<file path="src/hw/ivs_map.vh">
`ifndef IVS_MAP_VH
`define IVS_MAP_VH
// register byte offsets on apb
`define IVS_OFF_EN_FIRST  12'h000
`define IVS_OFF_EN_SECOND 12'h004
`define IVS_OFF_NMICTL    12'h008
`define IVS_OFF_MASK_FLAG 12'h00C
`define IVS_OFF_NMI_FLAG  12'h010
`define IVS_OFF_IRQ_MASK  12'h014
`define IVS_OFF_VECTOR    12'h018
`define IVS_OFF_IRQ_STAT  12'h01C
// reset values
`define IVS_EN_FIRST_RST  8'h00
`define IVS_EN_SECOND_RST 8'h00
`define IVS_NMICTL_RST    8'h00
// first irq-enable register bit positions
`define IVS_B_EXT0        0
`define IVS_B_TMR0        1
`define IVS_B_EXT1        2
`define IVS_B_TMR1        3
`define IVS_B_SER         4
`define IVS_B_T2GRP       5
// second irq-enable register bit position
`define IVS_B_ADC         0
// nonmaskable control bit positions
`define IVS_B_NMI_WDT     0
`define IVS_B_NMI_PLL     1
`define IVS_B_NMI_FLASH   2
`define IVS_B_NMI_VCORE   3
`define IVS_B_NMI_VPAD    4
`define IVS_B_NMI_ECC     5
// maskable flag register layout: bits 0..4 vectors 0..4, 5..7 timer-2 group, 8 adc
`define IVS_F_TMR2        5
`define IVS_F_FDIV        6
`define IVS_F_LIN         7
`define IVS_F_ADC         8
// vector addresses
`define IVS_VEC_NMI       16'h0073
`define IVS_VEC_BASE      16'h0003
`define IVS_VEC_STEP      16'h0008
// sticky status bits
`define IVS_S_ACCEPT      0
`define IVS_S_NMI         1
`endif

</file>
<file path="src/hw/ivs_flags.v">
`timescale 1ns/100ps
`default_nettype none
// sticky request flags: set by a source pulse, cleared by writing one; set wins
module ivs_flags #(
    parameter W = 9
) (
    input  wire         sys_clk,
    input  wire         rstn,
    input  wire [W-1:0] set_in,
    input  wire [W-1:0] clr_in,
    output wire [W-1:0] flag_out
);
    reg [W-1:0] flag_r;
    wire [W-1:0] flag_nxt;

    assign flag_nxt = set_in | (flag_r & ~clr_in);
    assign flag_out = flag_r;

    always @(posedge sys_clk or negedge rstn) begin
        if (!rstn) begin
            flag_r <= {W{1'b0}};
        end else begin
            flag_r <= flag_nxt;
        end
    end
endmodule
`default_nettype wire

</file>
<file path="src/hw/ivs_sync.v">
`timescale 1ns/100ps
`default_nettype none
// two-flop synchroniser for pin-level requests
module ivs_sync #(
    parameter W = 2
) (
    input  wire         sys_clk,
    input  wire         rstn,
    input  wire [W-1:0] async_in,
    output wire [W-1:0] sync_out
);
    reg [W-1:0] meta_r;
    reg [W-1:0] sync_r;

    assign sync_out = sync_r;

    always @(posedge sys_clk or negedge rstn) begin
        if (!rstn) begin
            meta_r <= {W{1'b0}};
            sync_r <= {W{1'b0}};
        end else begin
            meta_r <= async_in;
            sync_r <= meta_r;
        end
    end
endmodule
`default_nettype wire

</file>
<file path="src/hw/ivs_ctrl.v">
// The implementer's own choices: the register offsets and the APB interface to the registers.
`timescale 1ns/100ps
`default_nettype none
`include "ivs_map.vh"
module ivs_ctrl (
    input  wire        sys_clk,
    input  wire        rstn,
    // apb slave
    input  wire        psel,
    input  wire        penable,
    input  wire        pwrite,
    input  wire [11:0] paddr,
    input  wire [31:0] pwdata,
    output reg  [31:0] prdata,
    output wire        pready,
    output wire        pslverr,
    // external interrupt pins (asynchronous)
    input  wire        ext_irq0_pin,
    input  wire        ext_irq1_pin,
    // on-chip request pulses (sys_clk domain)
    input  wire        timer0_req,
    input  wire        timer1_req,
    input  wire        serial_req,
    input  wire        timer2_req,
    input  wire        fdiv_ovf_req,
    input  wire        lin_req,
    input  wire        adc_req,
    input  wire [5:0]  nmi_src_req,
    // core side
    output wire        core_irq_req,
    output wire        core_nmi_req,
    output reg  [15:0] core_vector,
    input  wire        core_ack,
    output wire        irq
);
    reg  [7:0]  irq_enable_reg_first_r;
    reg  [7:0]  irq_enable_reg_second_r;
    reg  [7:0]  nonmaskable_control_reg_r;
    reg  [1:0]  stat_r;
    reg  [1:0]  irq_mask_r;
    reg  [1:0]  ext_prev_r;
    reg         core_ack_d_r;

    wire [1:0]  ext_sync;
    wire [1:0]  ext_rise;
    wire [8:0]  mflag;
    wire [5:0]  nflag;
    wire [8:0]  mset;
    wire [8:0]  mclr;
    wire [5:0]  nclr;
    wire [6:0]  vec_pend;
    wire [5:0]  nmi_pend;
    wire        wr_en;
    wire        rd_setup;
    wire        ack_edge;
    wire        addr_ok;
    wire [1:0]  stat_set;
    wire        hit_en_first;
    wire        hit_en_second;
    wire        hit_nmi_ctl;
    wire        hit_mflag;
    wire        hit_nflag;
    wire        hit_irq_mask;
    wire        hit_irq_stat;
    wire        hit_vector;
    reg  [7:0]  en_first_nxt;
    reg  [7:0]  en_second_nxt;
    reg  [7:0]  nmi_ctl_nxt;
    reg  [1:0]  irq_mask_nxt;
    reg  [1:0]  stat_nxt;
    reg  [15:0] vector_nxt;
    reg  [31:0] rd_nxt;

    wire        ext_irq0_enable         = irq_enable_reg_first_r[`IVS_B_EXT0];
    wire        timer0_irq_enable       = irq_enable_reg_first_r[`IVS_B_TMR0];
    wire        ext_irq1_enable         = irq_enable_reg_first_r[`IVS_B_EXT1];
    wire        timer1_irq_enable       = irq_enable_reg_first_r[`IVS_B_TMR1];
    wire        serial_irq_enable       = irq_enable_reg_first_r[`IVS_B_SER];
    wire        timer2_group_irq_enable = irq_enable_reg_first_r[`IVS_B_T2GRP];
    wire        converter_irq_enable    = irq_enable_reg_second_r[`IVS_B_ADC];

    // fixed vector of a maskable vector index: base plus eight per step
    function [15:0] vec_addr;
        input [2:0] idx;
        begin
            vec_addr = `IVS_VEC_BASE + ({13'h0000, idx} << 3);
        end
    endfunction

    function [2:0] first_set;
        input [6:0] v;
        integer i;
        begin
            first_set = 3'h0;
            for (i = 6; i >= 0; i = i - 1) begin
                if (v[i]) begin
                    first_set = i[2:0];
                end
            end
        end
    endfunction

    // true when the bus address selects the given register offset
    function is_reg;
        input [11:0] addr;
        input [11:0] off;
        begin
            is_reg = (addr == off);
        end
    endfunction

    // pins are asynchronous: two flops before the edge detector reads them
    ivs_sync #(
        .W(2)
    ) u_sync (
        .sys_clk  (sys_clk),
        .rstn     (rstn),
        .async_in ({ext_irq1_pin, ext_irq0_pin}),
        .sync_out (ext_sync)
    );

    always @(posedge sys_clk or negedge rstn) begin
        if (!rstn) begin
            ext_prev_r <= 2'h0;
        end else begin
            ext_prev_r <= ext_sync;
        end
    end

    assign ext_rise = ext_sync & ~ext_prev_r;

    assign wr_en = psel & penable & pwrite;
    assign pready = 1'b1;

    // register decode, shared by the write, clear and error paths
    assign hit_en_first  = is_reg(paddr, `IVS_OFF_EN_FIRST);
    assign hit_en_second = is_reg(paddr, `IVS_OFF_EN_SECOND);
    assign hit_nmi_ctl   = is_reg(paddr, `IVS_OFF_NMICTL);
    assign hit_mflag     = is_reg(paddr, `IVS_OFF_MASK_FLAG);
    assign hit_nflag     = is_reg(paddr, `IVS_OFF_NMI_FLAG);
    assign hit_irq_mask  = is_reg(paddr, `IVS_OFF_IRQ_MASK);
    assign hit_vector    = is_reg(paddr, `IVS_OFF_VECTOR);
    assign hit_irq_stat  = is_reg(paddr, `IVS_OFF_IRQ_STAT);
    assign addr_ok = hit_en_first | hit_en_second | hit_nmi_ctl | hit_mflag |
                     hit_nflag | hit_irq_mask | hit_vector | hit_irq_stat;
    // unmapped accesses are refused: the write is dropped and a read returns zero
    assign pslverr = psel & penable & ~addr_ok;

    // request flags: one per source, the timer-2 group keeps three
    assign mset = {adc_req, lin_req, fdiv_ovf_req, timer2_req, serial_req,
                   timer1_req, ext_rise[1], timer0_req, ext_rise[0]};
    assign mclr = (wr_en && hit_mflag) ? pwdata[8:0] : 9'h000;
    assign nclr = (wr_en && hit_nflag) ? pwdata[5:0] : 6'h00;

    ivs_flags #(
        .W(9)
    ) u_mflags (
        .sys_clk  (sys_clk),
        .rstn     (rstn),
        .set_in   (mset),
        .clr_in   (mclr),
        .flag_out (mflag)
    );

    ivs_flags #(
        .W(6)
    ) u_nflags (
        .sys_clk  (sys_clk),
        .rstn     (rstn),
        .set_in   (nmi_src_req),
        .clr_in   (nclr),
        .flag_out (nflag)
    );

    // pending per vector, each gated by its own enable
    assign vec_pend[0] = mflag[0] & ext_irq0_enable;
    assign vec_pend[1] = mflag[1] & timer0_irq_enable;
    assign vec_pend[2] = mflag[2] & ext_irq1_enable;
    assign vec_pend[3] = mflag[3] & timer1_irq_enable;
    assign vec_pend[4] = mflag[4] & serial_irq_enable;
    assign vec_pend[5] = (|mflag[`IVS_F_LIN:`IVS_F_TMR2]) & timer2_group_irq_enable;
    assign vec_pend[6] = mflag[`IVS_F_ADC] & converter_irq_enable;
    assign nmi_pend = nflag & nonmaskable_control_reg_r[5:0];

    assign core_nmi_req = |nmi_pend;
    assign core_irq_req = |vec_pend;

    // vector presented to the core; nmi wins over maskable, held when idle
    always @* begin
        vector_nxt = core_vector;
        if (|nmi_pend) begin
            vector_nxt = `IVS_VEC_NMI;
        end else if (|vec_pend) begin
            vector_nxt = vec_addr(first_set(vec_pend));
        end
    end

    always @(posedge sys_clk or negedge rstn) begin
        if (!rstn) begin
            core_vector <= 16'h0000;
        end else begin
            core_vector <= vector_nxt;
        end
    end

    always @(posedge sys_clk or negedge rstn) begin
        if (!rstn) begin
            core_ack_d_r <= 1'b0;
        end else begin
            core_ack_d_r <= core_ack;
        end
    end

    assign ack_edge = core_ack & ~core_ack_d_r;
    assign stat_set = {ack_edge & core_nmi_req, ack_edge};

    // register next values; a status event in the cycle of its clear wins
    always @* begin
        en_first_nxt  = irq_enable_reg_first_r;
        en_second_nxt = irq_enable_reg_second_r;
        nmi_ctl_nxt   = nonmaskable_control_reg_r;
        irq_mask_nxt  = irq_mask_r;
        stat_nxt      = stat_set | stat_r;
        if (wr_en && hit_en_first) begin
            en_first_nxt = pwdata[7:0];
        end
        if (wr_en && hit_en_second) begin
            en_second_nxt = pwdata[7:0];
        end
        if (wr_en && hit_nmi_ctl) begin
            nmi_ctl_nxt = {2'h0, pwdata[5:0]};
        end
        if (wr_en && hit_irq_mask) begin
            irq_mask_nxt = pwdata[1:0];
        end
        if (wr_en && hit_irq_stat) begin
            stat_nxt = stat_set | (stat_r & ~pwdata[1:0]);
        end
    end

    always @(posedge sys_clk or negedge rstn) begin
        if (!rstn) begin
            irq_enable_reg_first_r    <= `IVS_EN_FIRST_RST;
            irq_enable_reg_second_r   <= `IVS_EN_SECOND_RST;
            nonmaskable_control_reg_r <= `IVS_NMICTL_RST;
            irq_mask_r                <= 2'h0;
            stat_r                    <= 2'h0;
        end else begin
            irq_enable_reg_first_r    <= en_first_nxt;
            irq_enable_reg_second_r   <= en_second_nxt;
            nonmaskable_control_reg_r <= nmi_ctl_nxt;
            irq_mask_r                <= irq_mask_nxt;
            stat_r                    <= stat_nxt;
        end
    end

    assign irq = |(stat_r & irq_mask_r);

    // read data chosen here, captured in the setup cycle so it stands in the access
    always @* begin
        case (paddr)
            `IVS_OFF_EN_FIRST:  rd_nxt = {24'h000000, irq_enable_reg_first_r};
            `IVS_OFF_EN_SECOND: rd_nxt = {24'h000000, irq_enable_reg_second_r};
            `IVS_OFF_NMICTL:    rd_nxt = {24'h000000, nonmaskable_control_reg_r};
            `IVS_OFF_MASK_FLAG: rd_nxt = {23'h000000, mflag};
            `IVS_OFF_NMI_FLAG:  rd_nxt = {26'h0000000, nflag};
            `IVS_OFF_IRQ_MASK:  rd_nxt = {30'h0000000, irq_mask_r};
            `IVS_OFF_VECTOR:    rd_nxt = {16'h0000, core_vector};
            `IVS_OFF_IRQ_STAT:  rd_nxt = {30'h0000000, stat_r};
            default:            rd_nxt = 32'h00000000;
        endcase
    end

    assign rd_setup = psel & ~penable & ~pwrite;

    always @(posedge sys_clk or negedge rstn) begin
        if (!rstn) begin
            prdata <= 32'h00000000;
        end else if (rd_setup) begin
            prdata <= rd_nxt;
        end
    end
endmodule
`default_nettype wire

</file>
<file path="config.mk">
export PLATFORM = sky130hd
export DESIGN_NAME = ivs_ctrl
export DESIGN_NICKNAME = d
export VERILOG_FILES = /design/src/hw/ivs_flags.v /design/src/hw/ivs_sync.v /design/src/hw/ivs_ctrl.v
export VERILOG_INCLUDE_DIRS = /design/src /design/src/hw
export SDC_FILE = /design/constraint.sdc
export NUM_CORES = 1
export LEC_CHECK = 0
export BUFFER_PORTS_ARGS = -buffer_cell sky130_fd_sc_hd__buf_2
export CORE_UTILIZATION = 30
export DETAILED_ROUTE_END_ITERATION = 6
export PLACE_DENSITY = 0.63
export SLEW_MARGIN = 20
export SYNTH_ARGS = -nofsm -noshare
export SYNTH_HDL_FRONTEND = slang
export SYNTH_HIERARCHICAL = 1
export SYNTH_SLANG_ARGS = --single-unit
</file>
<file path="constraint.sdc">
create_clock -name sys_clk -period 1.8 [get_ports sys_clk]
set_clock_uncertainty 0.05 [all_clocks]
set_input_delay 0 -clock sys_clk [delete_from_list [all_inputs] [get_ports sys_clk]]
set_output_delay 0 -clock sys_clk [all_outputs]
set_load 0.1 [all_outputs]
</file>
==> qor.txt <==
Routed WL per cell - 14.9 um
crit path launch - u_mflags/flag_out[7]$_DFF_PN0_
async set-reset flop share out of synthesis - 100%
DRC violations left - 0
first-pass GRT wire length - 13,600 um
die area - 11,400 um2
I/O pins - 118
clock slew seen by the registers of the worst setup and hold paths - 80 ps
Critical Path Fanout Max - 3
post-placement cell area - 3780 um2
RR Endpoint - core_vector[1]$_DFFE_PN0P_
Synth cell types - 45
Worst Hold Class - in -> reg
final worst slack - -156 ps
CP endpoint kind - output port
TritonCTS buffer count - 9
DR vias/cell - 4.68
top_reg_cell synth - dfrtp_1
routed via count - 2,575
Max Clk Rate - 0.511 GHz
Max Buffers Root-to-Sink - 2
FF-to-FF setup slack - -80 ps
core footprint - 10,500 um2
H-tree depth - 3
GRT overflow - 0
Syn Area/Cell - 11.0 um2
Worst setup SP type - flop
maximum number of pins on one net before global-route repair - 40
pwr/cell area - 823 nW/um2
vias in the first global route - 2,606
Worst-Margin Slew - 588 ps
Clock Latency Late Sink - 340 ps
fin nets - 474
register area share after synthesis - 47.1%
CTS tree - done
RePlAce Congestion - 0.815
area delta synth->final - 29.6%
Detailed Routing Iterations Pass 1 - 4
pre-CTS setup slack - -140 ps
final wirelength - 8190 um
Die X - 107 um
share of cells above drive strength 1 - 33.6%
Max-Cap Viols - 0
IO Port Bufs - 60
initial antenna violation count - 0
maximum vdd drop - 0.399 mV
Starting DRT DRC Count - 81
Yosys warning total - 6
Cell Rows - 37
post-synthesis register bit count - 62
Worst Path Arrival - 1910 ps
Final setup viols - 2
slew margin rel. - 60.8%
Die Y - 107 um
Starting Density - 31.4%
CP Class - reg -> out
Post-synth EDFFs - 0
fin util - 40.7%
CP Data Required Time - 1750 ps
Total GRT Usage - 15.8%
n_diodes - 0
Root Buffer - clkbuf_8
Worst setup endpoint - core_irq_req
Pins Over Slew Limit - 0
DPL Wire Length - 6120 um
mapped cell area - 3300 um2
leak pwr - 1.99 nW
status - finished, violations left
Reg2Reg Launch Point - u_mflags/flag_out[7]$_DFF_PN0_
Total Power - 3.52 mW
fin crit share - 109%
Reg2Reg Depth - 4
failing checks - setup timing
CTS sink count - 62
Final Hold Violating Endpoints - 0
post-route ant nets - 0
crit path time final - 1960 ps
RSZ-0062 raised after global routing - yes
Mapped Cells - 301
Finished Cell Area - 4270 um2
==> Yosys cell counts, drive strengths merged, types with 2 or more instances <==
library cell / number / area [um2]
a22o: 3 / 26.3
conb: 2 / 7.51
nand2: 14 / 52.6
nor2: 10 / 37.5
nand4: 2 / 12.5
a22oi: 4 / 30.0
nor4: 10 / 90.1
and2: 16 / 100
dfrtp: 62 / 1550
nor3: 5 / 30.0
a32oi: 4 / 35.0
o21bai: 2 / 15.0
inv: 17 / 63.8
clkbuf: 6 / 22.5
o22ai: 2 / 12.5
or3: 4 / 25.0
mux2i: 15 / 150
or4b: 2 / 20.0
mux2: 24 / 270
mux4: 3 / 71.3
nor2b: 3 / 18.8
a21o: 17 / 128
nand3: 8 / 40.0
o21ai: 10 / 50.1
buf: 40 / 290
or2: 2 / 12.5
==> cell type report <==
class                           instances  area (um2)
Clock buffer                            9         124
Tap cell                              136         170
Fill cell                            1045        6230
Clock inverter                          7        75.1
Multi-Input combinational cell        208        1500
Sequential cell                        62        1550
Inverter                               17        63.8
Timing Repair Buffer                  111         788
==> sequential cells by signal, summed over array words and instances, names as in the netlist <==
register,flops
u_mflags/flag_out,9
irq_enable_reg_second_r,8
core_vector,5
irq_mask_r,2
stat_r,2
nonmaskable_control_reg_r,6
u_sync/sync_out,2
irq_enable_reg_first_r,8
ext_prev_r,2
core_ack_d_r,1
u_sync/meta_r,2
prdata,9
u_nflags/flag_out,6
==> per-stage QoR <==
step / setup TNS, ps / hold WS, ps / cells
2_1_floorplan: -173 / -346 / 333
3_3_place_gp: -313 / -18.4 / 505
3_5_place_dp: -956 / -13.4 / 505
4_1_cts: -321 / 38.9 / 549
5_1_grt: -362 / 57.5 / 550
6_report: -233 / 53.4 / 550
==> routing by layer <==
layer	wire, um	up-vias	part of all wire (%)	track usage, %
met5	0	-	0	0
met4	48	0	0.59	4.31
met3	357	7	4.4	4.19
met2	4050	88	49	26.5
met1	3730	1260	46	20.0
li1	-	1220	-	-
==> layout by cell type, fill, tap and decap left out, types with 2 or more instances in the layout <==
master / netlist / layout
inv_1: 17 / 17
conb_1: 2 / 34
or4b_1: 2 / 2
dlygate4sd3_1: 0 / 26
nand3_1: 8 / 7
o21ai_0: 10 / 10
buf_4: 36 / 23
nor2b_1: 3 / 3
o22ai_1: 2 / 2
nor3_1: 4 / 4
clkinvlp_4: 0 / 3
nor4_2: 2 / 2
nor2_1: 10 / 10
clkbuf_8: 0 / 9
clkinv_4: 0 / 2
or3_1: 4 / 3
and2_1: 16 / 16
buf_12: 0 / 3
a32oi_1: 4 / 4
mux4_2: 2 / 2
a22o_1: 3 / 3
mux2i_1: 15 / 15
nor4_1: 7 / 7
nand4_1: 2 / 2
mux2_2: 24 / 24
o21bai_1: 2 / 2
a22oi_1: 4 / 4
nand2_1: 14 / 14
buf_2: 4 / 59
dfrtp_1: 62 / 62
a21o_1: 17 / 17
==> power by group <==
part / switching [mW] / internal [mW] / total, mW / leakage (nW)
Clock: 0.567 / 0.640 / 1.21 / 0.0914
Combinational: 0.695 / 0.158 / 0.853 / 1.14
Sequential: 0.0294 / 1.43 / 1.45 / 0.764
==> cell families (layout without fill, tap and decap cells) <==
family / count (synthesis) / after routing / share of synthesized area (%)
AO/OA/AOI/OAI: 50 / 50 / 11.1
multiplexers: 42 / 42 / 14.9
AND/OR/NAND/NOR: 82 / 82 / 15.3
buffers and inverters: 63 / 144 / 11.4
other: 2 / 34 / 0.228
flip-flops: 62 / 62 / 47.1
==> worst min-delay path by stage <==
stage | depth (start not counted) | slack (ps) | start | end
finish | 5 | 50 | paddr[10] | prdata[6]$_DFFE_PN0P_
global route | 5 | 60 | paddr[9] | prdata[6]$_DFFE_PN0P_
CTS | 5 | 40 | paddr[10] | prdata[6]$_DFFE_PN0P_
detailed placement | 1 | -10 | rstn | u_sync/meta_r[1]$_DFF_PN0_
global placement | 1 | -20 | rstn | u_sync/meta_r[0]$_DFF_PN0_
floorplan | 0 | -350 | rstn | core_ack_d_r$_DFF_PN0_
==> what timing repair did <==
| action | 4_1_cts | 5_1_grt |
|---|---|---|
| endpoints found under the setup margin | 2 | 2 |
| endpoints found under the hold margin | 65 | 0 |
| hold buffers | 26 | 0 |
| resized for setup | 4 | 0 |
| pin swaps | 3 | 1 |
| setup buffers | 2 | 1 |
==> critical path, cell delays in order (launching register included) <==
cell and delay [ps]:
dfrtp_1 400, or3_4 380, a221o_1 350, or2_4 270, buf_12 170
Note: power is estimated with default switching activity, not from simulation.
